===== src/hdl/wiper_terminal_params.svh =====
// offsets, field positions, reset values and limits of the wiper terminal bank
`ifndef WIPER_TERMINAL_PARAMS_SVH
`define WIPER_TERMINAL_PARAMS_SVH

// ============================================================
// register byte offsets
`define TC_LO_OFFSET      8'h00
`define TC_HI_OFFSET      8'h04
`define WIPER_BASE_OFFSET 8'h08
`define WIPER_LAST_OFFSET 8'h14
`define WIPER_CMD_OFFSET  8'h18
`define STATUS_OFFSET     8'h1c

// ============================================================
// terminal control fields, per nibble
`define NIBBLE_WIDTH      4
`define RESERVED_TOP_POS  8
`define HARD_POWER_DOWN_PIN_FORCE_POS    3
`define TERM_A_POS        2
`define WIPER_CONN_POS    1
`define TERM_B_POS        0
`define TC_RESET_VALUE    9'h1ff

// ============================================================
// wiper command fields and limits
`define CMD_INC_POS       0
`define CMD_DEC_POS       1
`define CMD_NET_LSB       4
`define WIPER_MAX_VALUE   10'h3ff
`define STATUS_OVER_LSB   4

`endif


===== src/hdl/wiper_terminal_pkg.sv =====
// types shared by the wiper terminal bank and its switch decoder
package wiper_terminal_pkg;

  // ============================================================
  // register and field types
  typedef logic [8:0] tc_reg_t;
  typedef logic [9:0] wiper_t;

  typedef struct packed {
    logic net_shutdown_force;
    logic net_term_a_connect;
    logic net_wiper_connect;
    logic net_term_b_connect;
  } net_ctrl_t;

  typedef struct packed {
    logic term_a_sw;
    logic wiper_sw;
    logic term_b_sw;
  } switch_t;

  // ============================================================
  // bus state and bank state
  typedef enum logic [0:0] {
    BUS_IDLE   = 1'b0,
    BUS_ANSWER = 1'b1
  } bus_state_t;

  typedef struct packed {
    bus_state_t       bus;
    logic [31:0]      rdata;
    tc_reg_t          terminal_control_lo;
    tc_reg_t          terminal_control_hi;
    wiper_t [3:0]     wiper;
  } bank_state_t;

endpackage : wiper_terminal_pkg


===== src/hdl/net_switch_decoder.sv =====
// switch decoder of one network: tap select and terminal switches
`timescale 1ns/100ps
`include "wiper_terminal_params.svh"

module net_switch_decoder
  import wiper_terminal_pkg::*;
#(
  parameter  int WIPER_BITS = 8,
  localparam int TAPS       = (1 << WIPER_BITS) + 1
) (
  input  wire logic            clk,
  input  wire logic            nrst,
  input  wire net_ctrl_t       ctrl,
  input  wire wiper_t          wiper,
  output      switch_t         sw,
  output      logic [TAPS-1:0] tap_sel
);

  // ============================================================
  // constants and state
  localparam wiper_t          FULL    = wiper_t'(1) << WIPER_BITS;
  localparam logic [TAPS-1:0] TAP_ONE = {{(TAPS-1){1'b0}}, 1'b1};
  localparam logic [TAPS-1:0] TAP_MID = TAP_ONE << (TAPS / 2);

  typedef struct packed {
    switch_t         sw;
    logic [TAPS-1:0] tap;
  } dec_state_t;

  localparam dec_state_t RESET_ST = '{sw: switch_t'(3'b111), tap: TAP_MID};

  dec_state_t            st;
  dec_state_t            next_st;
  logic [WIPER_BITS:0]   code;
  logic [TAPS-1:0]       onehot;

  // ============================================================
  // tap code, clamped above full scale
  assign code = (wiper >= FULL) ? FULL[WIPER_BITS:0] : wiper[WIPER_BITS:0];

  for (genvar i = 0; i < TAPS; i++) begin : g_tap
    assign onehot[i] = (code == (WIPER_BITS+1)'(i));
  end

  // ============================================================
  // switch state
  always_comb begin
    next_st = st;
    if (!ctrl.net_shutdown_force) begin
      next_st.sw.term_a_sw = 1'b0;
      next_st.sw.wiper_sw  = 1'b1;
      next_st.sw.term_b_sw = 1'b1;
      next_st.tap          = TAP_ONE;
    end else begin
      next_st.sw.term_a_sw = ctrl.net_term_a_connect;
      next_st.sw.wiper_sw  = ctrl.net_wiper_connect;
      next_st.sw.term_b_sw = ctrl.net_term_b_connect;
      next_st.tap          = onehot;
    end
  end

  always_ff @(posedge clk or negedge nrst) begin
    if (!nrst) begin
      st <= RESET_ST;
    end else begin
      st <= next_st;
    end
  end

  assign sw      = st.sw;
  assign tap_sel = st.tap;

  // ============================================================
  // checks
  tap_onehot_a : assert property (@(posedge clk) disable iff (!nrst)
    $onehot(tap_sel)) else $error("tap select not one-hot");

  shutdown_map_a : assert property (@(posedge clk) disable iff (!nrst)
    !ctrl.net_shutdown_force |=> tap_sel[0] && !sw.term_a_sw && sw.wiper_sw && sw.term_b_sw)
    else $error("shutdown map wrong");

  zero_scale_a : assert property (@(posedge clk) disable iff (!nrst)
    (ctrl.net_shutdown_force && wiper == '0) |=> tap_sel[0])
    else $error("zero scale tap wrong");

  full_scale_a : assert property (@(posedge clk) disable iff (!nrst)
    (ctrl.net_shutdown_force && wiper >= FULL) |=> tap_sel[TAPS-1])
    else $error("full scale tap wrong");

  connect_follow_a : assert property (@(posedge clk) disable iff (!nrst)
    ctrl.net_shutdown_force |=> sw.term_a_sw == $past(ctrl.net_term_a_connect)
      && sw.term_b_sw == $past(ctrl.net_term_b_connect))
    else $error("connect bits not followed");

endmodule : net_switch_decoder


===== src/hdl/wiper_terminal_control.sv =====
// terminal control and wiper register bank of four potentiometer networks
//
// What this block does
// - bit 8 reads one, writes ignored
// - shutdown force zero forces network shutdown
// - terminal A connect bit switches A
// - wiper connect bit switches wiper
// - terminal B connect bit switches B
// - terminal control writes never touch wipers
// - four networks, two per control register
// - 8-bit gives 257, 7-bit 129 positions
// - wiper value closes exactly one tap
// - wiper zero ties wiper to B
// - full scale ties wiper to A
// - values above full scale act as full
// - over-range ignores increment and decrement
// - shutdown only through control register bits
// - reset loads all ones into both registers
// - new value applies once command completes
// - shutdown overrides, preserves connect bits
`timescale 1ns/100ps
`include "wiper_terminal_params.svh"

module wiper_terminal_control
  import wiper_terminal_pkg::*;
#(
  parameter  int WIPER_BITS = 8,
  localparam int TAPS       = (1 << WIPER_BITS) + 1
) (
  input  wire logic                  clk,
  input  wire logic                  nrst,
  input  wire logic [7:0]            address,
  input  wire logic                  read,
  input  wire logic                  write,
  input  wire logic [31:0]           writedata,
  input  wire logic [3:0]            byteenable,
  output      logic [31:0]           readdata,
  output      logic                  waitrequest,
  output      switch_t [3:0]         net_sw,
  output      logic [3:0][TAPS-1:0]  net_tap_sel
);

  // ============================================================
  // parameter check
  if (WIPER_BITS != 7 && WIPER_BITS != 8) begin : g_bad_bits
    $error("WIPER_BITS must be 7 or 8");
  end

  // ============================================================
  // constants
  localparam wiper_t FULL = wiper_t'(1) << WIPER_BITS;
  localparam wiper_t MID  = FULL >> 1;

  localparam bank_state_t RESET_ST = '{
    bus:                 BUS_IDLE,
    rdata:               32'h0000_0000,
    terminal_control_lo: `TC_RESET_VALUE,
    terminal_control_hi: `TC_RESET_VALUE,
    wiper:               {MID, MID, MID, MID}
  };

  // ============================================================
  // state and decode signals
  bank_state_t      st;
  bank_state_t      next_st;
  logic [31:0]      be_mask;
  logic             take;
  logic             hit_wiper;
  logic [1:0]       wiper_idx;
  logic [7:0]       wiper_off;
  logic             cmd_take;
  logic [1:0]       cmd_net;
  logic             cmd_inc;
  logic             cmd_dec;
  net_ctrl_t [3:0]  net_ctrl;
  logic [3:0]       hard_power_down_pin_active;
  logic [3:0]       over_range;

  assign be_mask   = {{8{byteenable[3]}}, {8{byteenable[2]}},
                      {8{byteenable[1]}}, {8{byteenable[0]}}};
  assign take      = (st.bus == BUS_ANSWER) && (read || write);
  assign wiper_off = address - `WIPER_BASE_OFFSET;
  assign hit_wiper = (address >= `WIPER_BASE_OFFSET) && (address <= `WIPER_LAST_OFFSET)
                     && (address[1:0] == 2'b00);
  assign wiper_idx = wiper_off[3:2];
  assign cmd_take  = take && write && (address == `WIPER_CMD_OFFSET) && byteenable[0];
  assign cmd_net   = writedata[`CMD_NET_LSB +: 2];
  assign cmd_inc   = writedata[`CMD_INC_POS];
  assign cmd_dec   = writedata[`CMD_DEC_POS];

  // ============================================================
  // network control nibbles and status
  for (genvar n = 0; n < 4; n++) begin : g_net
    localparam int NIB = (n % 2) * `NIBBLE_WIDTH;
    if (n < 2) begin : g_lo
      assign net_ctrl[n] = st.terminal_control_lo[NIB +: `NIBBLE_WIDTH];
    end else begin : g_hi
      assign net_ctrl[n] = st.terminal_control_hi[NIB +: `NIBBLE_WIDTH];
    end
    assign hard_power_down_pin_active[n] = !net_ctrl[n].net_shutdown_force;
    assign over_range[n]  = st.wiper[n] > FULL;

    net_switch_decoder #(
      .WIPER_BITS (WIPER_BITS)
    ) u_dec (
      .clk     (clk),
      .nrst    (nrst),
      .ctrl    (net_ctrl[n]),
      .wiper   (st.wiper[n]),
      .sw      (net_sw[n]),
      .tap_sel (net_tap_sel[n])
    );
  end

  // ============================================================
  // wiper step with range limits
  function automatic wiper_t step_wiper(input wiper_t w, input logic inc, input logic dec);
    wiper_t r;
    r = w;
    if (w > FULL) begin
      r = w;
    end else if (inc && !dec && w != FULL) begin
      r = wiper_t'(w + 10'h001);
    end else if (dec && !inc && w != '0) begin
      r = wiper_t'(w - 10'h001);
    end
    return r;
  endfunction : step_wiper

  // ============================================================
  // read multiplexer
  function automatic logic [31:0] read_value(input logic [7:0] a);
    logic [31:0] v;
    v = 32'h0000_0000;
    if (a == `TC_LO_OFFSET) begin
      v = {23'h000000, st.terminal_control_lo};
    end else if (a == `TC_HI_OFFSET) begin
      v = {23'h000000, st.terminal_control_hi};
    end else if (hit_wiper) begin
      v = {22'h000000, st.wiper[wiper_idx]};
    end else if (a == `STATUS_OFFSET) begin
      v = {24'h000000, over_range, hard_power_down_pin_active};
    end
    return v;
  endfunction : read_value

  // ============================================================
  // bus slave and register updates
  always_comb begin
    logic [31:0] merged;
    merged  = 32'h0000_0000;
    next_st = st;
    case (st.bus)
      BUS_IDLE: begin
        if (read || write) begin
          next_st.bus   = BUS_ANSWER;
          next_st.rdata = read ? read_value(address) : 32'h0000_0000;
        end
      end
      BUS_ANSWER: begin
        next_st.bus = BUS_IDLE;
        if (write) begin
          if (address == `TC_LO_OFFSET) begin
            merged = ({23'h000000, st.terminal_control_lo} & ~be_mask) | (writedata & be_mask);
            next_st.terminal_control_lo = {1'b1, merged[7:0]};
          end else if (address == `TC_HI_OFFSET) begin
            merged = ({23'h000000, st.terminal_control_hi} & ~be_mask) | (writedata & be_mask);
            next_st.terminal_control_hi = {1'b1, merged[7:0]};
          end else if (hit_wiper) begin
            merged = ({22'h000000, st.wiper[wiper_idx]} & ~be_mask) | (writedata & be_mask);
            next_st.wiper[wiper_idx] = merged[9:0];
          end else if (cmd_take) begin
            next_st.wiper[cmd_net] = step_wiper(st.wiper[cmd_net], cmd_inc, cmd_dec);
          end
        end
      end
      default: begin
        next_st.bus = BUS_IDLE;
      end
    endcase
  end

  always_ff @(posedge clk or negedge nrst) begin
    if (!nrst) begin
      st <= RESET_ST;
    end else begin
      st <= next_st;
    end
  end

  assign waitrequest = (read || write) && (st.bus == BUS_IDLE);
  assign readdata    = st.rdata;

  // ============================================================
  // checks
  reserved_top_a : assert property (@(posedge clk) disable iff (!nrst)
    st.terminal_control_lo[`RESERVED_TOP_POS] && st.terminal_control_hi[`RESERVED_TOP_POS])
    else $error("reserved top bit not one");

  one_wait_a : assert property (@(posedge clk) disable iff (!nrst)
    (read || write) && waitrequest |=> !waitrequest || !(read || write))
    else $error("more than one wait state");

  tc_write_a : assert property (@(posedge clk) disable iff (!nrst)
    (take && write && address == `TC_LO_OFFSET && byteenable[0])
      |=> st.terminal_control_lo[7:0] == $past(writedata[7:0]))
    else $error("control write not stored");

  tc_keeps_wiper_a : assert property (@(posedge clk) disable iff (!nrst)
    (take && write && (address == `TC_LO_OFFSET || address == `TC_HI_OFFSET))
      |=> $stable(st.wiper))
    else $error("control write changed a wiper");

  no_early_apply_a : assert property (@(posedge clk) disable iff (!nrst)
    (write && waitrequest) |=> $stable(st.terminal_control_lo) && $stable(st.terminal_control_hi))
    else $error("write applied before completion");

  over_hold_a : assert property (@(posedge clk) disable iff (!nrst)
    (cmd_take && st.wiper[cmd_net] > FULL) |=> $stable(st.wiper))
    else $error("over-range wiper stepped");

  limit_hold_a : assert property (@(posedge clk) disable iff (!nrst)
    (cmd_take && ((cmd_inc && st.wiper[cmd_net] == FULL) || (cmd_dec && st.wiper[cmd_net] == '0)))
      |=> $stable(st.wiper))
    else $error("wiper stepped past a limit");

  inc_step_a : assert property (@(posedge clk) disable iff (!nrst)
    (cmd_take && cmd_inc && !cmd_dec && st.wiper[cmd_net] < FULL)
      |=> st.wiper[$past(cmd_net)] == $past(st.wiper[cmd_net]) + 10'h001)
    else $error("increment did not step by one");

  hard_power_down_pin_status_a : assert property (@(posedge clk) disable iff (!nrst)
    hard_power_down_pin_active[0] |=> !net_sw[0].term_a_sw && net_tap_sel[0][0])
    else $error("shutdown status and switches disagree");

  tc_hi_write_a : assert property (@(posedge clk) disable iff (!nrst)
    (take && write && address == `TC_HI_OFFSET && byteenable[0])
      |=> st.terminal_control_hi[7:0] == $past(writedata[7:0]))
    else $error("upper control write not stored");

  hi_keeps_lo_a : assert property (@(posedge clk) disable iff (!nrst)
    (take && write && address == `TC_HI_OFFSET) |=> $stable(st.terminal_control_lo))
    else $error("upper control write changed lower");

  lo_keeps_hi_a : assert property (@(posedge clk) disable iff (!nrst)
    (take && write && address == `TC_LO_OFFSET) |=> $stable(st.terminal_control_hi))
    else $error("lower control write changed upper");

  wiper_write_a : assert property (@(posedge clk) disable iff (!nrst)
    (take && write && hit_wiper && byteenable[1:0] == 2'b11)
      |=> st.wiper[$past(wiper_idx)] == $past(writedata[9:0]))
    else $error("wiper write not stored");

  wiper_keeps_tc_a : assert property (@(posedge clk) disable iff (!nrst)
    (take && write && (hit_wiper || cmd_take))
      |=> $stable(st.terminal_control_lo) && $stable(st.terminal_control_hi))
    else $error("wiper access changed control bits");

  dec_step_a : assert property (@(posedge clk) disable iff (!nrst)
    (cmd_take && cmd_dec && !cmd_inc
      && st.wiper[cmd_net] != '0 && st.wiper[cmd_net] <= FULL)
      |=> st.wiper[$past(cmd_net)] == $past(st.wiper[cmd_net]) - 10'h001)
    else $error("decrement did not step by one");

  both_cmd_a : assert property (@(posedge clk) disable iff (!nrst)
    (cmd_take && cmd_inc == cmd_dec) |=> $stable(st.wiper))
    else $error("ambiguous command stepped a wiper");

  cmd_lane_a : assert property (@(posedge clk) disable iff (!nrst)
    (take && write && address == `WIPER_CMD_OFFSET && !byteenable[0])
      |=> $stable(st.wiper))
    else $error("command without low lane stepped a wiper");

  answer_once_a : assert property (@(posedge clk) disable iff (!nrst)
    st.bus == BUS_ANSWER |=> st.bus == BUS_IDLE)
    else $error("bus answer lasted over one cycle");

  readdata_hold_a : assert property (@(posedge clk) disable iff (!nrst)
    !(read || write) |=> $stable(readdata))
    else $error("read data changed without request");

  read_lo_a : assert property (@(posedge clk) disable iff (!nrst)
    (read && st.bus == BUS_IDLE && address == `TC_LO_OFFSET)
      |=> readdata == {23'h0, $past(st.terminal_control_lo)})
    else $error("lower control read wrong");

  read_hi_a : assert property (@(posedge clk) disable iff (!nrst)
    (read && st.bus == BUS_IDLE && address == `TC_HI_OFFSET)
      |=> readdata == {23'h0, $past(st.terminal_control_hi)})
    else $error("upper control read wrong");

  read_wiper_a : assert property (@(posedge clk) disable iff (!nrst)
    (read && st.bus == BUS_IDLE && hit_wiper)
      |=> readdata == {22'h0, $past(st.wiper[wiper_idx])})
    else $error("wiper read wrong");

  read_status_a : assert property (@(posedge clk) disable iff (!nrst)
    (read && st.bus == BUS_IDLE && address == `STATUS_OFFSET)
      |=> readdata == {24'h0, $past(over_range), $past(hard_power_down_pin_active)})
    else $error("status read wrong");

  read_cmd_a : assert property (@(posedge clk) disable iff (!nrst)
    (read && st.bus == BUS_IDLE && address == `WIPER_CMD_OFFSET)
      |=> readdata == 32'h0000_0000)
    else $error("command register read not zero");

  unmapped_write_a : assert property (@(posedge clk) disable iff (!nrst)
    (take && write && address >= `STATUS_OFFSET)
      |=> $stable(st.wiper) && $stable(st.terminal_control_lo)
        && $stable(st.terminal_control_hi))
    else $error("write to status or unmapped space took effect");

  lane_mask_a : assert property (@(posedge clk) disable iff (!nrst)
    (take && write && address == `TC_LO_OFFSET && !byteenable[0])
      |=> $stable(st.terminal_control_lo))
    else $error("disabled byte lane written");

  // ============================================================
  // per-network checks
  for (genvar n = 0; n < 4; n++) begin : g_net_chk
    net_connect_a : assert property (@(posedge clk) disable iff (!nrst)
      !hard_power_down_pin_active[n] |=> net_sw[n] == switch_t'({$past(net_ctrl[n].net_term_a_connect),
        $past(net_ctrl[n].net_wiper_connect), $past(net_ctrl[n].net_term_b_connect)}))
      else $error("network switches do not follow connect bits");

    net_shutdown_a : assert property (@(posedge clk) disable iff (!nrst)
      hard_power_down_pin_active[n] |=> net_sw[n] == switch_t'(3'b011) && net_tap_sel[n][0])
      else $error("network shutdown map wrong");

    net_full_a : assert property (@(posedge clk) disable iff (!nrst)
      (!hard_power_down_pin_active[n] && st.wiper[n] >= FULL) |=> net_tap_sel[n][TAPS-1])
      else $error("network full scale tap wrong");

    net_zero_a : assert property (@(posedge clk) disable iff (!nrst)
      (!hard_power_down_pin_active[n] && st.wiper[n] == '0) |=> net_tap_sel[n][0])
      else $error("network zero scale tap wrong");

    net_tap_a : assert property (@(posedge clk) disable iff (!nrst)
      (!hard_power_down_pin_active[n] && st.wiper[n] < FULL)
        |=> net_tap_sel[n][$past(st.wiper[n][WIPER_BITS-1:0])])
      else $error("network tap does not follow wiper");

    net_onehot_a : assert property (@(posedge clk) disable iff (!nrst)
      $onehot(net_tap_sel[n])) else $error("network tap select not one-hot");

    cmd_other_net_a : assert property (@(posedge clk) disable iff (!nrst)
      (cmd_take && cmd_net != 2'(n)) |=> $stable(st.wiper[n]))
      else $error("command stepped another network");
  end

endmodule : wiper_terminal_control


===== config.mk =====
export PLATFORM = sky130hd
export DESIGN_NAME = wiper_terminal_control
export DESIGN_NICKNAME = d
export VERILOG_FILES = /design/src/hdl/wiper_terminal_pkg.sv /design/src/hdl/net_switch_decoder.sv /design/src/hdl/wiper_terminal_control.sv
export VERILOG_INCLUDE_DIRS = /design/src /design/src/hdl
export SDC_FILE = /design/constraint.sdc
export NUM_CORES = 1
export LEC_CHECK = 0
export BUFFER_PORTS_ARGS = -buffer_cell sky130_fd_sc_hd__buf_4
export CAP_MARGIN = 20
export CORE_AREA = 2 2 437 439
export DETAILED_ROUTE_END_ITERATION = 7
export DIE_AREA = 0 0 439 441
export HOLD_SLACK_MARGIN = 0.02
export SLEW_MARGIN = 20
export SYNTH_ARGS = -nofsm -noshare
export SYNTH_HDL_FRONTEND = slang
export SYNTH_HIERARCHICAL = 1
export SYNTH_SLANG_ARGS = --single-unit
export TNS_END_PERCENT = 50

===== constraint.sdc =====
create_clock -name clk -period 3.95 [get_ports clk]
set_input_delay 0.79 -clock clk [delete_from_list [all_inputs] [get_ports clk]]
set_output_delay 0.79 -clock clk [all_outputs]
set_load 0.005 [all_outputs]

==> results, run 1 <==
- Setup repair after global routing left no endpoint under its margin.
- Walking the worst path, the cells encountered are mux4_2, buf_4, nor4_1, nand3_1, a21oi_1, a21oi_1, a31o_2, o21ai_0.
- The die is 439 um wide.
- Buffers inserted to repair hold after CTS numbered 0.
- Timing analysis after detailed placement gives a worst setup slack of 0.2119 ns.
- The sum of buffers and inverters on the critical path is 1.
- Among the stages of the critical path, the cell type that occurs most often is sky130_fd_sc_hd__a21oi_1.
- Across all register-to-register paths, the minimum setup slack is 0.91 ns.
- The kind of cell adding the most delay to the critical path is compound AO/OA/AOI/OAI gates.
- After detailed routing, the number of remaining DRC violations is 0.
- Wires add up to 158,300 um.
- The path class of the tightest hold or removal check is primary input to async pin.
- The count of pins over their slew limit is 0.
- Along the worst path, the maximum fanout reaches 9.
- During synthesis, Yosys emitted a total of 6 warnings.
- Synthesis inferred 1,107 register bits.
- The setup-violating endpoint count in the final report is 0.
- The endpoint class of the critical path is a flip-flop.
- The clock reaches the later pin of the worst-skew pair after 0.76 ns.
- The area of the core is 0.1892 mm^2.
- The unique cell type count in the Yosys netlist is 74.
- The max-capacitance violation count is 0.
- The number of standard-cell rows in the floorplan is 160.
- In this run the worst setup path begins at st[37]$_DFFE_PN1P_.
- The detailed router placed 27,988 vias in this run.
- The most used flip-flop cell after synthesis is sky130_fd_sc_hd__dfrtp_1.
- The count of buffers added by post-CTS timing repair for setup is 0.
- For this configuration, the core starts out at a cell density of 19.68%.
- The master cell of the clock root buffer is sky130_fd_sc_hd__clkbuf_16.
- In the final timing run, aggregate negative setup slack is 0 ns.
- The fill cell instance count of the final layout is 19,590.
- The fraction of the core area covered by cells at the end of the flow is 27.83%.
- The run finished with clean final reports.
- The half-perimeter wire length after placement is 118,600 um.
- The count of placed standard cells in the final layout, fillers left out is 6,743.
- Compared with the post-synthesis result, the final layout area differs by 41.43%.
- The worst slew slack as a fraction of its limit is 26.81%.
- The transition at the pin with the smallest max-transition slack is 1.095 ns.
- For this design the static power due to leakage is 25.55 nW.
- The pin count of the biggest net entering global routing is 101.
- The H-tree depth is 3.
- In the routed layout, each cell is associated on average with a via count of 4.151.
- Derived from the worst setup path, the maximum achievable clock frequency is 0.3293 GHz.
- For this design the top-level I/O count stands at 1,121.
- The period utilization is 76.87%.
- Summed over its instances, the top area cell type makes up 72.00% of the synthesized netlist area.
- The largest individual stage delay along the critical path comes from the cell sky130_fd_sc_hd__mux4_2.
- The startpoint identified for the worst register-to-register timing path is st[37]$_DFFE_PN1P_.
- sky130_fd_sc_hd__dfrtp_1 takes more of the synthesized area than any other cell.
- Dividing total power by cell area gives a power density of 438.8 mW/mm^2.
- Gates resized during post-CTS repair numbered 0.
- Across all setup checks in the final design, the least slack found is 0.9134 ns.
- The share of the Yosys chip area taken by registers is 74.54%.
- The number of placed instances, taps included, is 6,522.
- The fraction of final layout cells sized beyond drive strength 1 is 35.91%.
- Counting I/O delays and the setup requirement, the final critical path takes 3.037 ns.
- The worst endpoint data arrival time is 3.68 ns.
- For this block, the initial DRC count from the detailed router was 2,211.
- STA classifies the critical path startpoint as a flip-flop.
- The count of input and output buffers is 1,074.
- The height of the die is 441 um.
- The area enclosed by the die boundary is 0.1936 mm^2.
- The TritonCTS clock tree is done.
- The number of buffers added by the clock tree synthesis step is 113.
- Clock tree synthesis found a total of 1,107 sinks.
- Counting flops with a built-in enable in the synthesized netlist gives 0.
- Global routing finished with a remaining overflow of 0.
- In this run the number of cells on the critical path is 8.
- The type of the worst setup path is flip-flop to flip-flop.
- The maximum vdd ir drop is 0.3427 mV.
- The first-pass GRT wire length is 215,700 um.
- The clock-pin slew reported for the worst setup and hold paths after clock tree synthesis is 0.07 ns.
- The weighted congestion at the end of routability-driven global placement is 0.8727.
- The via count of the first global-routing pass is 27,804.
- The initial antenna violation count came to 18.
- The first detailed-routing pass ran for 6 iterations.
- The setup clock skew after layout is 0.03439 ns.
- The total global-route track usage is 15.67%.
- The data required time of the critical path is 4.59 ns.
- The buffer levels on the longest clock path is 3.
- For this run, the slowest stage of the critical path takes 0.54 ns.
- After synthesis, the cell types taking the most area are sky130_fd_sc_hd__dfrtp_1 (72%), sky130_fd_sc_hd__nor2_1 (10%), sky130_fd_sc_hd__dfstp_2 (2.5%).
- The average wire per standard cell is 23.47 um.
- The synthesized cell area is 0.03722 mm^2.
- For the worst flop-to-flop path, the logic depth is 8.
- The final hold violation count was 0.
- Synthesis produced a netlist whose cell count is 2,966.
- The final non-filler cell area is 0.05264 mm^2.
- The placement-stage cell area is 0.04870 mm^2.
- In this run the remaining antenna-violating nets after routing total 0.
- For this run, asynchronously set or reset flops after synthesis account for 100.0%.
- The mean instance size in the synthesized netlist is 12.55 um^2.
- The net count reported at finish is 4,177.
cell usage in the layout, fill, tap and decap left out, types with 13 or more instances in the layout:
cell,n
sky130_fd_sc_hd__o21ai_1,13
sky130_fd_sc_hd__nand4_1,18
sky130_fd_sc_hd__a21oi_1,25
sky130_fd_sc_hd__clkbuf_8,21
sky130_fd_sc_hd__nand3b_1,14
sky130_fd_sc_hd__buf_4,1179
sky130_fd_sc_hd__a22oi_1,18
sky130_fd_sc_hd__nand2_1,159
sky130_fd_sc_hd__nor2b_1,22
sky130_fd_sc_hd__o21ai_0,34
sky130_fd_sc_hd__nor3_1,35
sky130_fd_sc_hd__dfrtp_1,1071
sky130_fd_sc_hd__nand3_1,85
sky130_fd_sc_hd__clkbuf_16,114
sky130_fd_sc_hd__dfstp_2,36
sky130_fd_sc_hd__mux4_2,17
sky130_fd_sc_hd__nor2_1,1036
sky130_fd_sc_hd__conb_1,22
sky130_fd_sc_hd__mux2_2,26
sky130_fd_sc_hd__clkbuf_1,29
layer usage:
| metal | global-route usage (%) | wire length [um] |
|---|---|---|
| met3 | 4.299 | 12140 |
| met1 | 18.54 | 60040 |
| met4 | 7.438 | 7549 |
| met2 | 26.26 | 78480 |
| met5 | 0 | 49 |
cell usage after synthesis, drive strengths merged (6+ instances only):
master / n
dfrtp: 1071
nor2: 1036
nand2: 160
buf: 97
nand3: 95
clkbuf: 69
o21ai: 47
dfstp: 36
nor3: 35
mux2: 26
a21oi: 25
mux4: 22
nand4: 22
nor2b: 22
nor4b: 21
a22oi: 19
nor4: 16
nand3b: 14
nand2b: 12
o221ai: 11
a22o: 9
and2: 9
a21boi: 8
and4bb: 8
nor4bb: 8
or2: 8
nor3b: 7
mux2i: 6
through the flow:
stage | total power, mW | hold slack, ns
2_1_floorplan | 11.75 | 0.4670
5_1_grt | 23.87 | 0.1146
3_3_place_gp | 12.13 | 0.4913
4_1_cts | 23.38 | 0.06063
3_5_place_dp | 12.14 | 0.4956
6_report | 23.10 | 0.1485
state kept, by name, summed over array words and instances, names as in the netlist, named ones only:
register	flops
readdata	10
g_net.u_dec/tap_sel	1028
st	41
g_net.u_dec/sw	12
layout make-up:
cell class	instances	area, um^2	area share [%]
multi-input cells	1709	8730	16.58
repair buffers	1191	9081	17.25
flip-flops and latches	1107	27750	52.71
well taps	2511	3142	5.968
diodes	10	25.02	0.04753
clock inverters	46	650.6	1.236
clock buffers	164	3251	6.175
inverters	5	18.77	0.03565
cell families after synthesis:
kind of cell,Yosys count,synth area share (%)
compound gates,140,2.477
xor+xnor,8,0.1882
fa+ha+maj,2,0.06722
buf+inv,171,2.296
flops,1107,74.54
mux,54,2.329
other cells,1,0.01007
simple gates,1483,18.09
report_power, final:
| part | total [mW] | internal (mW) | switching, mW |
|---|---|---|---|
| clock network | 11.2 | 6.37 | 4.82 |
| registers | 11.4 | 11.4 | 0.0123 |
| logic | 0.554 | 0.130 | 0.424 |
| total | 23.1 | 17.8 | 5.25 |
final timing paths:
path / end
max reg2reg: st[27]$_DFFE_PN1P_
min: g_net[3].u_dec/tap_sel[95]$_DFF_PN0_
max: st[27]$_DFFE_PN1P_
min in group clk: flip-flop
max in group asynchronous: g_net[3].u_dec/tap_sel[78]$_DFF_PN0_
min reg2reg: g_net[2].u_dec/sw[1]$_DFF_PN1_
No activity file was read; power rests on OpenSTA's default activity.
==> inputs of run 2 (changes only) <==
==> constraint.sdc (replaced) <==
create_clock -name clk -period 3.05 [get_ports clk]
set_input_delay 0.61 -clock clk [delete_from_list [all_inputs] [get_ports clk]]
set_output_delay 0.61 -clock clk [all_outputs]
set_load 0.005 [all_outputs]
==> results, run 2 (synthesized netlist as in run 1, its figures left out) <==
- The starting density of the core is 19.68% (unchanged).
- The net count reported at finish came to 4,283 (+2.5%).
- The count of placed standard cells in the final layout, fillers left out came to 6,846 (+1.5%).
- The max-capacitance violation count is 0 (unchanged).
- TritonCTS built the clock tree.
- The die outline width is 439 um (unchanged).
- The clock period minus worst slack is 2.846 ns (-0.1910 ns).
- STA classifies the critical path startpoint as a flip-flop.
- The count of pins on the block boundary is 1,121 (unchanged).
- The first-pass GRT wire length came to 218,400 um (+1.3%).
- The routed wire length is 159,800 um (+0.99%).
- The top achievable clock speed is 0.3514 GHz (+6.7%).
- The total of cells resized after clock tree synthesis came to 0 (unchanged).
- The number of flip-flops in the largest register was 1,028 (unchanged).
- The flow ran to the end, and the final reports show no timing, DRC or antenna violations.
- The fill cell instance count of the final layout is 19,534 (-0.29%).
- The number of detailed-route iterations in the first pass is 7 (+1).
- The setup clock skew after layout is 0.04685 ns (+0.01246 ns).
- The number of placed instances with taps included is 6,628 (+1.6%).
- Setup repair after global routing left no endpoint under its margin.
- The half-perimeter wire length after placement came to 122,000 um (+2.9%).
- The switching power is 6.771 mW (+29%).
- The buffer levels on the longest clock path was 3 (unchanged).
- The placement-stage cell area is 0.04952 mm^2 (+1.7%).
- The master cell of the clock root buffer is sky130_fd_sc_hd__clkbuf_16.
- The maximum vdd ir drop is 0.4537 mV (+32%).
- The average wire per standard cell is 23.35 um (-0.53%).
- The post-route total power came to 30.16 mW (+31%).
- The data required time of the critical path is 3.66 ns (-0.93 ns).
- The routed via count is 28,376 (+1.4%).
- The count of buffers added by post-CTS timing repair for setup is 0 (unchanged).
- The area of the core is 0.1892 mm^2 (unchanged).
- Among all stages on the critical path, the largest delay is contributed by sky130_fd_sc_hd__or4_4.
- The reported leakage power is 26.08 nW (+2.1%).
- Traced cell by cell, the critical path runs through mux4_2, or4_4, o41a_1, and4_1, o21ai_1, xor2_1, buf_4, o21ai_1.
- The peak fanout along the critical path is 5 (-4).
- The pin count of the biggest net entering global routing is 118 (+17%).
- The setup-violating endpoint count in the final report is 0 (unchanged).
- The area enclosed by the die boundary is 0.1936 mm^2 (unchanged).
- The H-tree depth came to 3 (unchanged).
- The critical path's most frequent cell is sky130_fd_sc_hd__o21ai_1.
- The worst setup path is captured at a flip-flop.
- The switching power share of the total is 22.45% (-0.28 points).
- The internal power was 23.39 mW (+31%).
- The final non-filler cell area is 0.05353 mm^2 (+1.7%).
- The longest individual stage delay on the worst path is 0.59 ns (+0.05 ns).
- The area growth from synthesis to final layout is 43.80%.
- The transition at the pin with the smallest max-transition slack was 0.9879 ns (-0.1073 ns).
- The number of buffers added by the clock tree synthesis step came to 113 (unchanged).
- The clock-pin slew reported for the worst setup and hold paths after clock tree synthesis is 0.07 ns (about the same).
- The fraction of power consumed by sequential logic came to 48.8% (-0.4 points).
- The height of the die was 441 um (unchanged).
- The initial antenna violation count is 21 (+3).
- The combinational power share is 2.5% (about the same).
- The fraction of final layout cells sized beyond drive strength 1 was 37.62% (+1.7 points).
- The count of input and output buffers came to 1,074 (unchanged).
- The type of the worst setup path is flip-flop to flip-flop.
- The number of standard-cell rows in the floorplan is 160 (unchanged).
- The most common cell after layout, fill and taps aside is sky130_fd_sc_hd__buf_4.
- The count of pins over their slew limit is 0 (unchanged).
- The worst hold-check path type is primary input to flip-flop.
- The final global-route overflow total was 0 (unchanged).
- The number of sinks driven by the clock tree is 1,107 (unchanged).
- The worst endpoint data arrival time is 3.46 ns (-0.22 ns).
- The detailed-route DRC error count is 0 (unchanged).
- The multi-input combinational cell area is 0.008717 mm^2 (-0.14%).
- The total global-route track usage is 15.80% (+0.14 points).
- The initial DRC count came to 2,234 (+1.0%).
- The worst hold-check slack is 0.1224 ns (-0.02614 ns).
- The via count of the first global-routing pass was 28,333 (+1.9%).
- The number of buffers inserted by hold repair at cts was 1 (+1).
- The residual antenna-violating net count after detailed routing was 0 (unchanged).
- The cell area power density is 563.5 mW/mm^2 (+28%).
- The period utilization is 93.30% (+16 points).
- In the layout the commonest cells are sky130_fd_sc_hd__buf_4 (1,282), sky130_fd_sc_hd__dfrtp_1 (1,071), sky130_fd_sc_hd__nor2_1 (1,036).
- The worst slew slack as a fraction of its limit came to 33.98% (+7.2 points).
- The part of the total power dissipated in the clock network is 48.7% (+0.3 points).
- The sequential standard cell area is 0.02775 mm^2 (unchanged).
- The final hold violation count was 0 (unchanged).
- The weighted congestion at the end of routability-driven global placement is 0.8870 (+1.6%).
- The via count normalized by instance count came to 4.145 (-0.14%).
- The clock latency at the later pin of the worst-skew pair is 0.76 ns (about the same).
run 2: cell types whose count changed in the layout (fill, tap and decap cells not counted), moves of 3 or more:
cell and change:
sky130_fd_sc_hd__bufinv_16 +5, sky130_fd_sc_hd__clkbuf_8 -4, sky130_fd_sc_hd__clkinvlp_4 +4, sky130_fd_sc_hd__buf_12 +3, sky130_fd_sc_hd__clkbuf_1 -11, sky130_fd_sc_hd__clkinv_2 +10
sky130_fd_sc_hd__buf_4 +103
run 2: stage by stage:
step | setup slack (ns) | setup TNS, ns | util, %
2_1_floorplan | 0.006980 | 0 | -
3_3_place_gp | -0.3666 | -9.850 | 26.18
3_5_place_dp | -0.3108 | -7.898 | 26.18
4_1_cts | 0.2129 | 0 | 28.28
5_1_grt | 0.05753 | 0 | 28.29
6_report | 0.2044 | 0 | 28.29
run 2: routing by layer:
metal	vias to the layer above	share of wire [%]	GRT usage, %
li1	12049	-	-
met1	14597	38	18.68
met2	1397	50	26.98
met3	327	7.7	4.196
met4	6	4.5	6.729
met5	-	0.017	0
run 2: area by class of cell:
| class | instances | share of cell area (%) |
|---|---|---|
| well taps | 2511 | 5.870 |
| inverters | 5 | 0.03506 |
| multi-input cells | 1709 | 16.29 |
| clock buffers | 148 | 5.846 |
| repair buffers | 1297 | 18.51 |
| clock inverters | 61 | 1.576 |
| diodes | 8 | 0.03740 |
| flip-flops and latches | 1107 | 51.84 |
run 2: worst paths after layout:
check	startpoint	endpoint	slack (ns)	depth (start not counted)
max	st[24]$_DFFE_PN0P_	st[13]$_DFFE_PN0P_	0.20	8
min	writedata[2]	flip-flop	0.12	2
max reg2reg	st[24]$_DFFE_PN0P_	st[13]$_DFFE_PN0P_	0.20	8
min reg2reg	flip-flop	g_net[3].u_dec/sw[1]$_DFF_PN1_	0.49	1
max in group asynchronous	nrst	g_net[0].u_dec/tap_sel[256]$_DFF_PN0_	1.45	3
min in group asynchronous	nrst	g_net[0].u_dec/tap_sel[19]$_DFF_PN0_	0.52	2
run 2: critical path, delay by kind of cell, from the launching register on:
kind,cells,cell delay [ns]
compound gates,3,0.63
xor+xnor,1,0.20
buf+inv,1,0.16
flops,1,0.39
mux,1,0.52
simple gates,2,0.83
run 2: power by group through the flow:
stage                     Sequential, mW  Combinational [mW]  Clock, mW
after global placement              15.0               0.767          0
after detailed placement            15.0               0.777          0
after floorplan                     15.0               0.226          0
final                               14.7               0.760       14.7
after global routing                14.7               0.849       15.6
after CTS                           14.7               0.780       15.0
==> inputs of run 3 (changes only) <==
--- a/config.mk
+++ b/config.mk
@@ -9,6 +9,7 @@
 export BUFFER_PORTS_ARGS = -buffer_cell sky130_fd_sc_hd__buf_4
 export CAP_MARGIN = 20
 export CORE_AREA = 2 2 437 439
+export CTS_BUF_LIST = sky130_fd_sc_hd__clkbuf_16
 export DETAILED_ROUTE_END_ITERATION = 7
 export DIE_AREA = 0 0 439 441
 export HOLD_SLACK_MARGIN = 0.02
==> results, run 3 (synthesized netlist as in run 1, its figures left out) <==
- The run finished with clean final reports.
- The placement-stage worst setup slack is -0.3108 ns (unchanged).
- The transition at the pin with the smallest max-transition slack came to 0.9753 ns (-0.01257 ns).
- The detailed-route DRC error count is 0 (unchanged).
- The number of cells traversed by the worst hold path is 2 (unchanged).
- The max-capacitance violation count is 0 (unchanged).
- Among all stages on the critical path, the largest delay is contributed by sky130_fd_sc_hd__or4_4.
- The final global-route overflow total is 0 (unchanged).
- The sum of buffers and inverters on the critical path is 1 (unchanged).
- The area of the core came to 0.1892 mm^2 (unchanged).
- The area enclosed by the die boundary is 0.1936 mm^2 (unchanged).
- The total of cells resized after clock tree synthesis was 0 (unchanged).
- The number of detailed-route iterations in the first pass was 6 (-1).
- The count of pins on the block boundary came to 1,121 (unchanged).
- The via count of the first global-routing pass is 28,286 (-0.17%).
- The number of sinks driven by the clock tree is 1,107 (unchanged).
- The area growth from synthesis to layout is 43.33%.
- The fraction of final layout cells sized beyond drive strength 1 is 37.23% (-0.39 points).
- The master cell of the clock root buffer is sky130_fd_sc_hd__clkbuf_16.
- STA classifies the critical path endpoint as a flip-flop.
- The total global-route track usage is 15.80% (about the same).
- The routed via count is 28,444 (+0.24%).
- The count of placed standard cells in the final layout, fillers left out was 6,844 (-0.029%).
- The top cell types in the final layout, fill and taps aside, are sky130_fd_sc_hd__buf_4 (1,282), sky130_fd_sc_hd__dfrtp_1 (1,071), sky130_fd_sc_hd__nor2_1 (1,036).
- The count of pins over their slew limit came to 0 (unchanged).
- The average wire per standard cell came to 23.34 um (about the same).
- The final hold violation count is 0 (unchanged).
- The half-perimeter wire length after placement is 122,000 um (unchanged).
- Setup repair after global routing left no endpoint under its margin.
- The cell family contributing the most delay on the critical path is simple AND/OR/NAND/NOR gates.
- The depth of the worst register-to-register path was 8 (unchanged).
- The period utilization is 93.35% (about the same).
- The net count reported at finish is 4,283 (unchanged).
- The initial DRC count is 2,150 (-3.8%).
- The critical path's most frequent cell is sky130_fd_sc_hd__o21ai_1.
- The worst hold-check slack is 0.1288 ns (+0.006452 ns).
- The first-pass GRT wire length is 218,200 um (about the same).
- The number of cells on the critical path is 8 (unchanged).
- The peak fanout along the critical path came to 5 (unchanged).
- The cell area power density is 555.9 mW/mm^2 (-1.3%).
- The longest individual stage delay on the worst path is 0.59 ns (about the same).
- The fraction of the core area covered by cells at the end of the flow came to 28.20% (-0.093 points).
- The worst hold-check path type is primary input to flip-flop.
- The data required time of the critical path is 3.67 ns (about the same).
- The number of flip-flops in the largest register is 1,028 (unchanged).
- The via count normalized by instance count is 4.156 (+0.27%).
- The maximum vdd ir drop was 0.4515 mV (-0.49%).
- The worst slew slack as a fraction of its limit is 34.82% (+0.84 points).
- The starting density of the core is 19.68% (unchanged).
- The TritonCTS clock tree is done.
- The number of buffers added by the clock tree synthesis step came to 113 (unchanged).
- The final worst-path setup slack came to 0.2030 ns (-0.001465 ns).
- The setup clock skew after layout was 0.04413 ns (-0.002720 ns).
- Walking the worst path, the cells encountered are mux4_2, or4_4, o41a_1, and4_1, o21ai_1, xor2_1, buf_4, o21ai_1.
- The most common cell after layout, fill and taps aside is sky130_fd_sc_hd__buf_4.
- The pin count of the biggest net entering global routing is 118 (unchanged).
- The residual antenna-violating net count after detailed routing is 0 (unchanged).
- The initial antenna violation count is 20 (-4.8%).
- The number of placed instances with taps included is 6,628 (unchanged).
- The die outline width was 439 um (unchanged).
- The number of standard-cell rows in the floorplan is 160 (unchanged).
- The type of element launching the critical path is a flip-flop.
- The setup-violating endpoint count in the final report is 0 (unchanged).
- The post-route total power is 29.66 mW (-1.7%).
- The routed wire length is 159,700 um (about the same).
- The clock-pin slew reported for the worst setup and hold paths after clock tree synthesis was 0.06 ns (about the same).
- The count of buffers added by post-CTS timing repair for setup is 0 (unchanged).
- The count of input and output buffers is 1,074 (unchanged).
- The top achievable clock speed is 0.3512 GHz (about the same).
- The worst setup path is of the flip-flop to flip-flop kind.
- The height of the die is 441 um (unchanged).
- The worst endpoint data arrival time came to 3.46 ns (about the same).
- The buffer levels on the longest clock path is 3 (unchanged).
- The weighted congestion at the end of routability-driven global placement was 0.8870 (unchanged).
- The number of buffers inserted by hold repair at cts was 1 (unchanged).
- The H-tree depth is 3 (unchanged).
- The clock period minus worst slack is 2.847 ns (+0.001465 ns).
- The clock latency at the later pin of the worst-skew pair is 0.76 ns (about the same).
- The reported leakage power is 26.06 nW (about the same).
[run 3: cell count changes in the layout (fill, tap and decap cells not counted), sizes merged]
| cell | previous run | this run |
|---|---|---|
| clkbuf | 148 | 113 |
| inv | 14 | 32 |
| clkinv | 31 | 48 |
| diode | 8 | 6 |
[run 3: routing by layer]
metal,GRT usage [%],vias to the layer above,wire (um)
met3,4.122,323,12260
met2,26.83,1374,79850
met5,0,-,27
li1,-,12052,-
met1,18.73,14689,60430
met4,6.978,6,7158
[run 3: path summary, 6_finish.rpt]
path / start / to / slack, ns
setup / recovery: st[24]$_DFFE_PN0P_ / st[13]$_DFFE_PN0P_ / 0.20
hold / removal: writedata[3] / flip-flop / 0.13
setup reg to reg: st[24]$_DFFE_PN0P_ / st[13]$_DFFE_PN0P_ / 0.20
hold reg to reg: flip-flop / g_net[3].u_dec/sw[1]$_DFF_PN1_ / 0.49
max in group asynchronous: nrst / g_net[0].u_dec/tap_sel[0]$_DFF_PN0_ / 1.47
min in group asynchronous: nrst / g_net[0].u_dec/tap_sel[19]$_DFF_PN0_ / 0.51
[run 3: cell type report]
type                    instances  area [um^2]
flip-flops and latches       1107        27750
well taps                    2511         3142
clock buffers                 113         2828
multi-input cells            1709         8717
fillers                     19564       135800
inverters                       5        18.77
clock inverters                96        974.7
repair buffers               1297         9910
diodes                          6        15.01
[run 3: per-stage QoR]
| stage | TNS [ns] | instance area (um^2) |
|---|---|---|
| 3_3_place_gp | -9.850 | 49520 |
| 2_1_floorplan | 0 | 37310 |
| 5_1_grt | 0 | 53350 |
| 4_1_cts | 0 | 53340 |
| 6_report | 0 | 53350 |
| 3_5_place_dp | -7.898 | 49520 |
[run 3: worst register-to-register path, delay by kind of cell, from the launching register on]
| kind | cells | cell delay (ns) |
|---|---|---|
| AND/OR/NAND/NOR | 2 | 0.83 |
| AO/OA/AOI/OAI | 3 | 0.62 |
| multiplexers | 1 | 0.52 |
| flip-flops | 1 | 0.39 |
| XOR/XNOR | 1 | 0.20 |
| buffers and inverters | 1 | 0.16 |
[run 3: power by group]
group | internal [mW] | leakage, nW | switching, mW | total [mW]
Clock | 7.99 | 1.91 | 6.19 | 14.2
Combinational | 0.202 | 8.83 | 0.558 | 0.760
Sequential | 14.7 | 15.3 | 0.0123 | 14.7
Total | 22.9 | 26.1 | 6.76 | 29.7
